[config.mk]
export PLATFORM = sky130hd
export DESIGN_NAME = vlp_valve_proving_sequencer
export DESIGN_NICKNAME = d
export VERILOG_FILES = /design/src/vlp_pkg.sv /design/src/vlp_valve_proving_sequencer.sv
export VERILOG_INCLUDE_DIRS = /design/src
export SDC_FILE = /design/constraint.sdc
export NUM_CORES = 1
export LEC_CHECK = 0
export ABC_AREA = 1
export ABC_CLOCK_PERIOD_IN_PS = 4800
export BUFFER_PORTS_ARGS = -buffer_cell sky130_fd_sc_hd__buf_4
export CAP_MARGIN = 40
export CORE_ASPECT_RATIO = 0.5
export CORE_MARGIN = 8
export CORE_UTILIZATION = 40
export DETAILED_ROUTE_END_ITERATION = 8
export GPL_TIMING_DRIVEN = 0
export PLACE_DENSITY = 0.65
export SLEW_MARGIN = 20
export SYNTH_ARGS = -nofsm -noshare
export SYNTH_HDL_FRONTEND = slang
export SYNTH_SLANG_ARGS = --single-unit
[constraint.sdc]
create_clock -name clk_sys -period 4.8 [get_ports clk_sys]
set_input_delay 0.96 -clock clk_sys [delete_from_list [all_inputs] [get_ports clk_sys]]
set_output_delay 0.96 -clock clk_sys [all_outputs]
set_load 0.1 [all_outputs]
[src/vlp_params.svh]
// Constants for the valve proving sequencer: encodings, timings, setup limits
`ifndef VLP_PARAMS_SVH
`define VLP_PARAMS_SVH

// System clock rate in hertz
`define VLP_CLK_HZ          250000000
// Interval figures in seconds
`define VLP_VALVE_PULSE_S   4
`define VLP_SETTLE_S        3
`define VLP_COMMIT_HOLD_S   5
// Cycles per one-second tick and cycles for the commit hold
`define VLP_TICK_CYCLES     (`VLP_CLK_HZ)
`define VLP_HOLD_CYCLES     (`VLP_COMMIT_HOLD_S * `VLP_CLK_HZ)

// Test time steps and limits, in seconds
`define VLP_FINE_MAX_S      12'h03C
`define VLP_MID_MAX_S       12'h258
`define VLP_COARSE_MAX_S    12'hE10
`define VLP_MID_STEP_S      12'h00A
`define VLP_COARSE_STEP_S   12'h03C

// Setup password digits
`define VLP_PW_FIRST        4'h7
`define VLP_PW_SECOND       4'h8

// Reset values of the committed settings
`define VLP_RST_SCHEDULE    3'h0
`define VLP_RST_TEST_TIME   12'h000

// Lockout cause codes
`define VLP_CAUSE_NONE      2'h0
`define VLP_CAUSE_BOTH_DMD  2'h1
`define VLP_CAUSE_NEVER_DMD 2'h2
`define VLP_CAUSE_TEST_FAIL 2'h3

// Bit positions in the synchronised pin vector
`define VLP_PIN_PSW         0
`define VLP_PIN_DMD         1
`define VLP_PIN_PDMD        2
`define VLP_PIN_BTN         3

`endif

[src/vlp_pkg.sv]
// Types shared by the valve proving sequencer
package vlp_pkg;

   typedef enum logic [2:0] {
      SCHED_NEVER  = 3'b000,
      SCHED_BEFORE = 3'b001,
      SCHED_AFTER  = 3'b010,
      SCHED_BOTH   = 3'b011,
      SCHED_SPLIT  = 3'b100
   } vlp_sched_t;

   typedef enum logic [2:0] {
      ST_IDLE      = 3'b000,
      ST_DEPRESS   = 3'b001,
      ST_SETTLE_LO = 3'b010,
      ST_MON_LO    = 3'b011,
      ST_PRESS     = 3'b100,
      ST_SETTLE_HI = 3'b101,
      ST_MON_HI    = 3'b110,
      ST_LOCK      = 3'b111
   } vlp_state_t;

   typedef struct packed {
      vlp_state_t  st;
      logic [3:0]  syncA;
      logic [3:0]  syncB;
      logic [3:0]  syncC;
      logic [3:0]  pinFlt;
      logic [31:0] tickCnt;
      logic [11:0] secCnt;
      logic [31:0] holdCnt;
      logic        holdSpent;
      logic        runHigh;
      vlp_sched_t  sched;
      logic [11:0] testTime;
      vlp_sched_t  pendSched;
      logic [11:0] pendTime;
      logic        pendValid;
      logic        upValve;
      logic        downValve;
      logic        done;
      logic [1:0]  cause;
      logic        ack;
      logic        nak;
      logic        commit;
   } vlp_regs_t;

endpackage

[src/vlp_valve_proving_sequencer.sv]
// Valve seat proving sequencer: schedule, pulses, settle, monitoring, setup and lockout
//
// Contract
// - Five schedules, default Never runs nothing.
// - Before runs full test with prepurge.
// - After runs test after Run phase.
// - Both runs full test at both times.
// - Split: high test before, low after.
// - Proving runs only with proving demand.
// - Test time steps 1s, 10s, 1min.
// - All intervals within ten percent nominal.
// - Downstream valve pulse four seconds first.
// - Ignore switch three seconds after pulse.
// - Switch active in low test locks out.
// - Upstream valve pulse four seconds second.
// - Switch inactive in high test locks.
// - Low check precedes high check in a full test.
// - Setup only in Standby or Lockout.
// - Setup needs password seven then eight.
// - Proving demand with Never locks out.
// - Both demands together lock out.
// - Settings commit after five second hold.
`include "vlp_params.svh"

module vlp_valve_proving_sequencer
   import vlp_pkg::*;
#(
   parameter int unsigned TICK_CYCLES = `VLP_TICK_CYCLES,
   parameter int unsigned HOLD_CYCLES = `VLP_HOLD_CYCLES
) (
   input  wire logic        clk_sys,         // System clock, 250 MHz
   input  wire logic        reset_n,         // Asynchronous reset, active low
   input  wire logic        pressureSwitch,  // Proving pressure switch pin, high = pressure present
   input  wire logic        demandNormal,    // Ordinary demand pin
   input  wire logic        demandProving,   // Proving demand pin
   input  wire logic        resetButton,     // Reset button pin, high = pressed
   input  wire logic        burnerStandby,   // Burner sequence sits in Standby
   input  wire logic        beforeStart,     // Pulse: prepurge begins
   input  wire logic        afterStart,      // Pulse: Run ended, postpurge window opens
   input  wire logic        setupReq,        // Pulse: keypad submits a setup
   input  wire logic [3:0]  pwDigitFirst,    // Password first digit
   input  wire logic [3:0]  pwDigitSecond,   // Password second digit
   input  wire logic [2:0]  setupSchedule,   // Requested schedule
   input  wire logic [11:0] setupTestTime,   // Requested test time, seconds
   output logic             upstreamValve,   // Upstream valve drive
   output logic             downstreamValve, // Downstream valve drive
   output logic             provingBusy,     // A proving test is running
   output logic             provingDone,     // Pulse: test passed
   output logic             lockout,         // Lockout held
   output logic [1:0]       lockoutCause,    // Reason of the lockout
   output logic             setupAck,        // Pulse: setup staged
   output logic             setupReject,     // Pulse: setup refused
   output logic             commitDone,      // Pulse: staged setup committed
   output logic [2:0]       activeSchedule,  // Committed schedule
   output logic [11:0]      activeTestTime   // Committed test time, seconds
);

   // legal steps for the test time
   function automatic logic timeIsLegal(input logic [11:0] t);
      logic ok;
      ok = 1'b0;
      if (t <= `VLP_FINE_MAX_S) begin
         ok = 1'b1;
      end else if (t <= `VLP_MID_MAX_S) begin
         ok = ((t % `VLP_MID_STEP_S) == 12'h000);
      end else if (t <= `VLP_COARSE_MAX_S) begin
         ok = ((t % `VLP_COARSE_STEP_S) == 12'h000);
      end
      return ok;
   endfunction

   vlp_regs_t r_ff;
   vlp_regs_t nxt_r;

   logic        pswOn;
   logic        dmdOn;
   logic        pdmdOn;
   logic        btnOn;
   logic        secStep;
   logic        setupOpen;
   logic        setupGood;
   logic        schedLegal;
   logic [11:0] secNext;

   // Filtered pin levels
   assign pswOn  = r_ff.pinFlt[`VLP_PIN_PSW];
   assign dmdOn  = r_ff.pinFlt[`VLP_PIN_DMD];
   assign pdmdOn = r_ff.pinFlt[`VLP_PIN_PDMD];
   assign btnOn  = r_ff.pinFlt[`VLP_PIN_BTN];

   // One-second tick restarts with every step, so a short delay never loses a partial second
   // exact timing
   assign secStep = (r_ff.tickCnt == 32'(TICK_CYCLES - 1));
   assign secNext = secStep ? (r_ff.secCnt + 12'h001) : r_ff.secCnt;

   assign setupOpen  = (r_ff.st == ST_IDLE && burnerStandby) || (r_ff.st == ST_LOCK);
   assign schedLegal = (setupSchedule <= 3'(SCHED_SPLIT));
   assign setupGood  = setupOpen && (pwDigitFirst == `VLP_PW_FIRST) && (pwDigitSecond == `VLP_PW_SECOND)
                       && schedLegal && timeIsLegal(setupTestTime);

   // Next-state logic for the whole block
   always_comb begin
      nxt_r = r_ff;
      nxt_r.done   = 1'b0;
      nxt_r.ack    = 1'b0;
      nxt_r.nak    = 1'b0;
      nxt_r.commit = 1'b0;

      // three-stage pin synchronisers; level moves only when stages two and three agree
      nxt_r.syncA = {resetButton, demandProving, demandNormal, pressureSwitch};
      nxt_r.syncB = r_ff.syncA;
      nxt_r.syncC = r_ff.syncB;
      for (int i = 0; i < 4; i++) begin
         if (r_ff.syncB[i] == r_ff.syncC[i]) begin
            nxt_r.pinFlt[i] = r_ff.syncC[i];
         end
      end

      // Interval counters
      nxt_r.tickCnt = secStep ? 32'h0000_0000 : (r_ff.tickCnt + 32'h0000_0001);
      nxt_r.secCnt  = secNext;

      case (r_ff.st)
         ST_IDLE: begin
            nxt_r.tickCnt = 32'h0000_0000;
            nxt_r.secCnt  = 12'h000;
            if (pdmdOn && beforeStart) begin
               case (r_ff.sched)
                  SCHED_BEFORE, SCHED_BOTH: begin
                     nxt_r.st      = ST_DEPRESS;
                     nxt_r.runHigh = 1'b1;
                  end
                  // only the high pressure test here
                  SCHED_SPLIT: begin
                     nxt_r.st      = ST_PRESS;
                     nxt_r.runHigh = 1'b1;
                  end
                  // Never and After do nothing now
                  default: begin
                     nxt_r.st = ST_IDLE;
                  end
               endcase
            end else if (pdmdOn && afterStart) begin
               case (r_ff.sched)
                  SCHED_AFTER, SCHED_BOTH: begin
                     nxt_r.st      = ST_DEPRESS;
                     nxt_r.runHigh = 1'b1;
                  end
                  // only the low pressure test here
                  SCHED_SPLIT: begin
                     nxt_r.st      = ST_DEPRESS;
                     nxt_r.runHigh = 1'b0;
                  end
                  default: begin
                     nxt_r.st = ST_IDLE;
                  end
               endcase
            end
         end
         ST_DEPRESS: begin
            if (secNext == 12'(`VLP_VALVE_PULSE_S)) begin
               nxt_r.st = ST_SETTLE_LO;
            end
         end
         ST_SETTLE_LO: begin
            if (secNext == 12'(`VLP_SETTLE_S)) begin
               nxt_r.st = ST_MON_LO;
            end
         end
         // pressure rising means a leaky upstream seat
         ST_MON_LO: begin
            if (pswOn) begin
               nxt_r.st    = ST_LOCK;
               nxt_r.cause = `VLP_CAUSE_TEST_FAIL;
            end else if (secNext >= r_ff.testTime) begin
               // low check done; high check follows when runHigh is set, otherwise the test ends here
               nxt_r.st = r_ff.runHigh ? ST_PRESS : ST_IDLE;
               nxt_r.done = !r_ff.runHigh;
            end
         end
         ST_PRESS: begin
            if (secNext == 12'(`VLP_VALVE_PULSE_S)) begin
               nxt_r.st = ST_SETTLE_HI;
            end
         end
         ST_SETTLE_HI: begin
            if (secNext == 12'(`VLP_SETTLE_S)) begin
               nxt_r.st = ST_MON_HI;
            end
         end
         // pressure falling means a leaky downstream seat
         ST_MON_HI: begin
            if (!pswOn) begin
               nxt_r.st    = ST_LOCK;
               nxt_r.cause = `VLP_CAUSE_TEST_FAIL;
            end else if (secNext >= r_ff.testTime) begin
               nxt_r.st   = ST_IDLE;
               nxt_r.done = 1'b1;
            end
         end
         // held until the reset button is released
         ST_LOCK: begin
            nxt_r.tickCnt = 32'h0000_0000;
            nxt_r.secCnt  = 12'h000;
            if (r_ff.pinFlt[`VLP_PIN_BTN] && !nxt_r.pinFlt[`VLP_PIN_BTN]) begin
               nxt_r.st    = ST_IDLE;
               nxt_r.cause = `VLP_CAUSE_NONE;
            end
         end
         default: begin
            nxt_r.st = ST_LOCK;
         end
      endcase

      // Step changes restart the interval counters
      if (nxt_r.st != r_ff.st) begin
         nxt_r.tickCnt = 32'h0000_0000;
         nxt_r.secCnt  = 12'h000;
      end

      // Demand faults override the next step and cause outside lockout
      if (r_ff.st != ST_LOCK) begin
         if (dmdOn && pdmdOn) begin
            nxt_r.st    = ST_LOCK;
            nxt_r.cause = `VLP_CAUSE_BOTH_DMD;
         // proving demand while set to Never
         end else if (pdmdOn && r_ff.sched == SCHED_NEVER) begin
            nxt_r.st    = ST_LOCK;
            nxt_r.cause = `VLP_CAUSE_NEVER_DMD;
         end
      end

      // stage a new setup; it is not used until committed
      if (setupReq) begin
         if (setupGood) begin
            nxt_r.pendSched = vlp_sched_t'(setupSchedule);
            nxt_r.pendTime  = setupTestTime;
            nxt_r.pendValid = 1'b1;
            nxt_r.ack       = 1'b1;
         end else begin
            nxt_r.nak = 1'b1;
         end
      end

      // commit after the button is held five seconds, once per press
      if (!btnOn) begin
         nxt_r.holdCnt   = 32'h0000_0000;
         nxt_r.holdSpent = 1'b0;
      end else if (!r_ff.holdSpent) begin
         if (r_ff.holdCnt == 32'(HOLD_CYCLES - 1)) begin
            nxt_r.holdSpent = 1'b1;
            if (r_ff.pendValid && setupOpen) begin
               nxt_r.sched     = r_ff.pendSched;
               nxt_r.testTime  = r_ff.pendTime;
               // A setup staged in this same cycle survives for the next press
               nxt_r.pendValid = nxt_r.ack;
               nxt_r.commit    = 1'b1;
            end
         end else begin
            nxt_r.holdCnt = r_ff.holdCnt + 32'h0000_0001;
         end
      end

      // valves follow the step; lockout drives both off at once
      nxt_r.downValve = (nxt_r.st == ST_DEPRESS);
      nxt_r.upValve   = (nxt_r.st == ST_PRESS);
   end

   // State register; committed schedule resets to Never
   always_ff @(posedge clk_sys or negedge reset_n) begin
      if (!reset_n) begin
         r_ff           <= '0;
         r_ff.st        <= ST_IDLE;
         r_ff.sched     <= vlp_sched_t'(`VLP_RST_SCHEDULE);
         r_ff.pendSched <= vlp_sched_t'(`VLP_RST_SCHEDULE);
         r_ff.testTime  <= `VLP_RST_TEST_TIME;
         r_ff.cause     <= `VLP_CAUSE_NONE;
      end else begin
         r_ff <= nxt_r;
      end
   end

   // Outputs, all from flip-flops except busy and lockout which decode the state register
   assign upstreamValve   = r_ff.upValve;
   assign downstreamValve = r_ff.downValve;
   assign provingBusy     = (r_ff.st != ST_IDLE) && (r_ff.st != ST_LOCK);
   assign provingDone     = r_ff.done;
   assign lockout         = (r_ff.st == ST_LOCK);
   assign lockoutCause    = r_ff.cause;
   assign setupAck        = r_ff.ack;
   assign setupReject     = r_ff.nak;
   assign commitDone      = r_ff.commit;
   assign activeSchedule  = r_ff.sched;
   assign activeTestTime  = r_ff.testTime;

endmodule

==> impl_results.md, run 1 <==
* Clk sinks at 136
* Critical Path Sink: r_ff[75]$_DFF_PN0_
* Layout Area Growth over Synthesis at 19.5%
* Htree depth at 4
* Reg power frac at 0.311
* Maximum VDD drop at 0.252 mV
* Vias in the first global route at between 7000 and 8000
* Hold WC Path Type: flop to flop
* Core Rows at 37
* Critical path's most frequent cell: inv_1
* Final Non-Filler Cells at 1499
* Worst-skew pair later-pin latency at 0.42 ns
* Ratio of cells with drive above 1 in the final layout at 0.196
* Worst Skew at a little over 0.007 ns
* Crit path kind: flop to flop
* Overall Power at between 4 and 5 mW
* R2r endpoint: r_ff[75]$_DFF_PN0_
* Die area at about 27000 sq um
* Die X at around 220 microns
* WL/cell at approximately 14 microns
* Synth async-reset ratio at 1.00
* R2r setup slk at between 0.3 and 0.4 ns
* Met2 GRT Util at 0.274
* Mean Syn Cell Area at about 7.6 sq um
* Core area at 20700 sq um
* Top-Level Pins at 58
* Initial Util at 0.412
* Yosys reg bits at between 100 and 150
* Final nets at 1263
* CP max stage delay at around 0.38 ns
* Net Count, Synth at roughly 1200
* Clk slew on worst S/H paths at roughly 0.06 ns
* Slew Limit Fails at 0
* CP Launch Point: r_ff[108]$_DFF_PN0_
* Leak at ~4.8 nW
* Number of diodes at 0
* Clock share of power at 0.345
* CP endpoint kind: flop
* Final min period at around 4.4 ns
* PwrDens at 393 nW/um^2
* R2R cell count at 31
* Met1 Use GR at 0.192
* Inserted Clock Buffers at 17
* GR Util met3 at 0.0260
* Relative slew slack at 0.487
* Final hold vios at 0
* Internal at roughly 2.5 mW
* Hold_buf cts at 0
* TritonRoute pass-1 iters at 6
* DRT antenna net count at 0
* Max Freq at ~0.23 GHz
* Cell Area, Synth at 8540 sq um
* Switching pwr at ~1.5 mW
* Largest net degree at the start of global routing at 70
* Sw frac at 0.365
* First-pass GRT wire length at 35100 microns
* Placed instance count at around 1500
* CTS tree: yes
* Final WL at roughly 20000 microns
* Yosys warning total at 0
* GR Overflow Total at 0
* CTS max path bufs at 2
* Gate Count Post-Synth at 1131
* Initial antenna violation count at 0
* Synth cell types at 57
* Final period util at 0.920
* Top FF cell, synth: dfrtp_1
* Register area share after synthesis at 0.399
* Final-report setup violation count at 0
* Crit path DAT at roughly 4.8 ns
* EDFF count, synth at 0
* Die Height at between 100 and 150 microns
* Vias per cell at around 5
* Gr usage total at 0.154
* Critical-path maximum fanout at 5
* Combinational share of power at 0.345
* Most used routing layer: met2
* CP max-delay cell: dfrtp_1
* PortBufs at 50
* DRC errors left at 0
* Starting DRT DRC Count at just over 500
* Worst EP required at 5.14 ns
* Worst-Margin Slew at ~0.76 ns
* Total number of vias at just under 8000
* Clock root buffer: clkbuf_16
* Reg-to-Reg Start: r_ff[108]$_DFF_PN0_
* Status: completed
* Max-cap check violation count at 0
* Post-detailed-placement half-perimeter wirelength at ~15000 microns
* Setup crit start kind: flop
* Final GP Congestion at 0.918
cell usage in the layout, fill, tap and decap left out, types with 6 or more instances in the layout:
cell and instances:
a21oi_1 29, buf_4 79, clkbuf_1 10, clkbuf_16 17, clkbuf_8 12, dfrtp_1 136
ha_1 14, inv_1 151, inv_2 14, nand2_1 221, nand2_2 48, nand2_4 6
nand3_1 75, nand3_2 7, nand4_1 52, nor2_1 92, nor2_2 8, nor3_1 65
nor3_2 7, nor4_1 16, o21a_1 6, o21ai_0 42, o21ai_1 8, xnor2_1 6
xor2_1 24
kinds of logic (layout without fill, tap and decap cells):
logic type / count (synthesis) / in the layout / synth area share
xor gates and xnor gates: 33 / 33 / 0.0347
AOI/OAI and AO/OA: 115 / 115 / 0.0791
DFF: 136 / 136 / 0.399
buffers and inverters: 210 / 304 / 0.112
and+or+nand+nor: 617 / 618 / 0.348
muxes: 1 / 1 / 0.00117
adders and majority gates: 19 / 19 / 0.0267
flip-flops by register name, indices dropped and copies added (netlist names):
register	count
r_ff	101
activeTestTime	12
nxt_r	8
activeSchedule	3
lockoutCause	2
btnOn	1
commitDone	1
dmdOn	1
downstreamValve	1
pdmdOn	1
provingDone	1
pswOn	1
setupAck	1
setupReject	1
upstreamValve	1
repair_timing:
| item | 4_1_cts | 5_1_grt |
|---|---|---|
| pin swaps | 0 | 6 |
| gates resized for setup | 11 | 38 |
| buffers inserted | 0 | 11 |
| gates cloned | 0 | 2 |
| endpoints found under the setup margin | 44 | 48 |
through the flow:
step / setup TNS [ns] / cell area, sq um / worst slack (ns) / hold slack [ns] / util
3_5_place_dp: -12.16 / 9300 / -0.366 / 0.335 / 0.448
2_1_floorplan: 0 / 8540 / 0.640 / 0.331 / -
4_1_cts: 0 / 9950 / 0.0206 / 0.348 / 0.480
6_report: 0 / 10200 / 0.385 / 0.347 / 0.492
3_3_place_gp: -7.87 / 9260 / -0.263 / 0.333 / 0.446
5_1_grt: -0.0235 / 10200 / -0.0120 / 0.360 / 0.492
area by class of cell:
| type | count | area, sq um |
|---|---|---|
| plain buffers | 41 | 349 |
| clock inverters | 8 | 145 |
| fillers | 2005 | 10500 |
| repair buffers | 64 | 505 |
| clock buffers | 22 | 474 |
| inverters | 169 | 636 |
| multi-input cells | 786 | 4350 |
| well taps | 273 | 342 |
| flip-flops and latches | 136 | 3400 |
critical path: cells and delay by family, from the launching register on:
kind / cells / cell delay [ns]
AOI/OAI and AO/OA: 9 / 1.20
xor gates and xnor gates: 1 / 0.13
adders and majority gates: 1 / 0.27
buffers and inverters: 9 / 1.05
DFF: 1 / 0.38
and+or+nand+nor: 11 / 1.31
Yosys cell counts, types with 4 or more instances:
cell type  instances  area [sq um]
nand2_4            6          67.6
dfrtp_1          136          3400
xor2_1            26           228
nor2_2             5          31.3
nand3_1           78           390
ha_1              15           188
o21a_1             6          45.0
inv_2             14          52.6
nand2_2           47           294
nand2_1          222           833
maj3_1             4          40.0
buf_4             17           128
clkbuf_1          12          45.0
a21oi_1           30           150
nand3_2            5          50.1
clkbuf_8           9           124
a31oi_1            5          31.3
o21ai_0           43           215
nand4_1           52           325
a211oi_1           4          30.0
nor3_1            71           355
o21ai_1            7          35.0
inv_1            151           567
nor4_1            19           119
nor2_1            97           364
xnor2_1            6          52.6
o21ai_2            4          35.0
worst min-delay path by stage:
stage                               from                   end  cells after the start  slack (ns)
global route        nxt_r[126]$_DFF_PN0_  nxt_r[122]$_DFF_PN0_                      0        0.36
floorplan           nxt_r[125]$_DFF_PN0_  nxt_r[121]$_DFF_PN0_                      0        0.33
global placement    nxt_r[128]$_DFF_PN0_  nxt_r[124]$_DFF_PN0_                      0        0.33
detailed placement  nxt_r[126]$_DFF_PN0_  nxt_r[122]$_DFF_PN0_                      0        0.33
CTS                 nxt_r[126]$_DFF_PN0_  nxt_r[122]$_DFF_PN0_                      0        0.35
finish              nxt_r[126]$_DFF_PN0_  nxt_r[122]$_DFF_PN0_                      0        0.35
routing by layer:
metal	vias to the layer above	wire [microns]
met5	-	0
li1	3885	-
met2	144	10200
met4	0	247
met1	3636	9330
met3	22	646
power groups by stage:
stage | Sequential (mW) | Combinational (mW) | Clock (mW)
floorplan | 1.29 | 0.894 | 0
detailed placement | 1.26 | 1.22 | 0
global route | 1.25 | 1.53 | 1.45
global placement | 1.26 | 1.21 | 0
CTS | 1.24 | 1.25 | 1.40
finish | 1.24 | 1.38 | 1.38
(Power assumes the default switching activity.)
==> inputs of run 2 (changes only) <==
CTS_BUF_LIST = sky130_fd_sc_hd__clkbuf_16   (was not set)
==> run 2 against run 1 <==
  * Register-to-register slack got worse by 0.04 ns
  * Critical path depth did not move
  * Design area fell by 0.91%
  * Setup slack got worse by 0.042 ns
  * Sequential power barely moved
  * Clock skew rose by 0.0014 ns
  * Clock-buffer cell count fell by 5
  * First-iteration DRC count rose by 0.78%
  * Wire length fell by 1.1%
  * Largest power group unchanged
==> impl_results.md, run 2 (synthesis results as in run 1) <==
* Status: completed (unchanged)
* Initial Util at 0.412 (unchanged)
* First-pass GRT wire length at 34900 microns (was 35100 microns)
* Vias in the first global route at 7606 (was 7646)
* Final min period at 4.46 ns (was 4.41 ns)
* CP endpoint kind: flop (unchanged)
* Vias per cell at 5.13 (about the same)
* CP max-delay cell: dfrtp_1 (unchanged)
* GR Util met3 at 0.0260 (unchanged)
* Die Height at 119 microns (unchanged)
* PwrDens at 388 nW/um^2 (was 393 nW/um^2)
* Hold_buf cts at 0 (unchanged)
* Crit path kind: flop to flop (unchanged)
* R2r endpoint: r_ff[79]$_DFF_PN0_ (was r_ff[75]$_DFF_PN0_)
* TritonRoute pass-1 iters at 5 (was 6)
* Total number of vias at 7662 (was 7687)
* Htree depth at 4 (unchanged)
* Maximum VDD drop at 0.252 mV (about the same)
* Relative slew slack at 0.477 (was 0.487)
* Setup crit start kind: flop (unchanged)
* Worst EP required at 5.15 ns (was 5.14 ns)
* Largest net degree at the start of global routing at 70 (unchanged)
* Critical-path maximum fanout at 5 (unchanged)
* Inserted Clock Buffers at 17 (unchanged)
* Hold Path Cell Cnt at 0 (unchanged)
* PortBufs at 50 (unchanged)
* WL/cell at 13.5 microns (was 13.6 microns)
* CP Launch Point: r_ff[107]$_DFF_PN0_ (was r_ff[108]$_DFF_PN0_)
* Number of diodes at 0 (unchanged)
* Top-Level Pins at 58 (unchanged)
* GR Overflow Total at 0 (unchanged)
* Ratio of cells with drive above 1 in the final layout at 0.189 (was 0.196)
* Top reg by flops: r_ff (unchanged)
* DRT antenna net count at 0 (unchanged)
* Max Freq at 0.224 GHz (was 0.227 GHz)
* Final period util at 0.929 (was 0.920)
* Worst-skew pair later-pin latency at 0.42 ns (about the same)
* R2R cell count at 31 (unchanged)
* Slew Limit Fails at 0 (unchanged)
* Gr usage total at 0.153 (was 0.154)
* Overall Power at 3.92 mW (was 4.01 mW)
* Layout Area Growth over Synthesis at 18.4% (was 19.5%)
* Hold path start: nxt_r[126]$_DFF_PN0_ (unchanged)
* Clk sinks at 136 (unchanged)
* Crit path DAT at 4.81 ns (was 4.76 ns)
* CP max stage delay at 0.39 ns (was 0.38 ns)
* Final-report setup violation count at 0 (unchanged)
* # fillers at 2020 (was 2005)
* Max-cap check violation count at 0 (unchanged)
* Met2 GRT Util at 0.271 (was 0.274)
* Commonest non-fill, non-tap cells in the layout: 221 x nand2_1, 153 x inv_1, 136 x dfrtp_1, 92 x nor2_1, 75 x nand3_1 (was 221 x nand2_1, 151 x inv_1, 136 x dfrtp_1, 92 x nor2_1, 79 x buf_4)
* Die area at 26600 sq um (unchanged)
* DRC errors left at 0 (unchanged)
* Max reg flops at 101 (unchanged)
* Critical path's most frequent cell: inv_1 (unchanged)
* Reg-to-Reg Start: r_ff[107]$_DFF_PN0_ (was r_ff[108]$_DFF_PN0_)
* Worst-Margin Slew at 0.778 ns (was 0.762 ns)
* Final Non-Filler Cells at 1495 (was 1499)
* Final nets at 1259 (was 1263)
* R2r setup slk at 0.34 ns (was 0.39 ns)
* Core Rows at 37 (unchanged)
* Core area at 20700 sq um (unchanged)
* Most common cell after layout, fill and taps aside: nand2_1 (unchanged)
* Hold WC Path Type: flop to flop (unchanged)
* Worst Skew at 0.00853 ns (was 0.00714 ns)
* Most used routing layer: met2 (unchanged)
* Clk slew on worst S/H paths at 0.06 ns (about the same)
* Final WL at 20200 microns (was 20400 microns)
* Hold Path End: nxt_r[122]$_DFF_PN0_ (unchanged)
* CTS max path bufs at 2 (unchanged)
* Final hold vios at 0 (unchanged)
* Starting DRT DRC Count at 514 (was 510)
* Final core occ at 0.487 (was 0.492)
* Leak at 4.72 nW (was 4.75 nW)
* Met1 Use GR at 0.192 (about the same)
* Post-detailed-placement half-perimeter wirelength at 15000 microns (unchanged)
* Initial antenna violation count at 0 (unchanged)
* Final GP Congestion at 0.918 (unchanged)
* CTS tree: yes (unchanged)
* Die X at 223 microns (unchanged)
* Placed instance count at 1456 (unchanged)
* Clock root buffer: clkbuf_16 (unchanged)
-- run 2: worst max path at each step --
stage / endpoint / depth (start not counted)
after CTS: r_ff[86]$_DFF_PN0_ / 29
after global placement: r_ff[86]$_DFF_PN0_ / 29
after detailed placement: r_ff[86]$_DFF_PN0_ / 29
final: r_ff[79]$_DFF_PN0_ / 31
after floorplan: r_ff[16]$_DFFE_PN0P_ / 37
after global routing: r_ff[75]$_DFF_PN0_ / 30
-- run 2: worst max-delay path, delay by kind of cell, from the launching register on --
family | cells | cell delay (ns)
and+or+nand+nor | 11 | 1.34
AOI/OAI and AO/OA | 9 | 1.23
DFF | 1 | 0.39
buffers and inverters | 9 | 1.03
xor gates and xnor gates | 1 | 0.13
adders and majority gates | 1 | 0.27
-- run 2: what timing repair did --
| item | in CTS | in global routing |
|---|---|---|
| pin swaps | 0 | 5 |
| buffers inserted | 0 | 7 |
| endpoints found under the setup margin | 44 | 48 |
| gates cloned | 0 | 2 |
| gates resized for setup | 11 | 34 |
-- run 2: power by group --
part | switching [mW] | internal, mW
registers | 0.0404 | 1.20
clock network | 0.471 | 0.851
logic | 0.936 | 0.422
total | 1.45 | 2.48
-- run 2: per-layer routing --
metal | part of all wire | up-vias
li1 | - | 3879
met1 | 0.46 | 3599
met4 | 0.012 | 0
met5 | 0 | -
met2 | 0.49 | 157
met3 | 0.034 | 27
-- run 2: cell type report --
type | count | area, sq um | share of cell area
multi-input cells | 786 | 4320 | 0.427
flip-flops and latches | 136 | 3400 | 0.337
inverters | 169 | 636 | 0.0629
repair buffers | 60 | 473 | 0.0468
clock buffers | 17 | 425 | 0.0421
plain buffers | 41 | 349 | 0.0345
well taps | 273 | 342 | 0.0338
clock inverters | 13 | 164 | 0.0162
-- run 2: stage by stage --
| step | area [sq um] | hold WS (ns) | setup WS, ns | TNS, ns |
|---|---|---|---|---|
| 3_5_place_dp | 9300 | 0.335 | -0.366 | -12.16 |
| 2_1_floorplan | 8540 | 0.331 | 0.640 | 0 |
| 5_1_grt | 10100 | 0.360 | -0.0395 | -0.203 |
| 4_1_cts | 9920 | 0.348 | 0.0199 | 0 |
| 6_report | 10100 | 0.347 | 0.343 | 0 |
| 3_3_place_gp | 9260 | 0.333 | -0.263 | -7.87 |
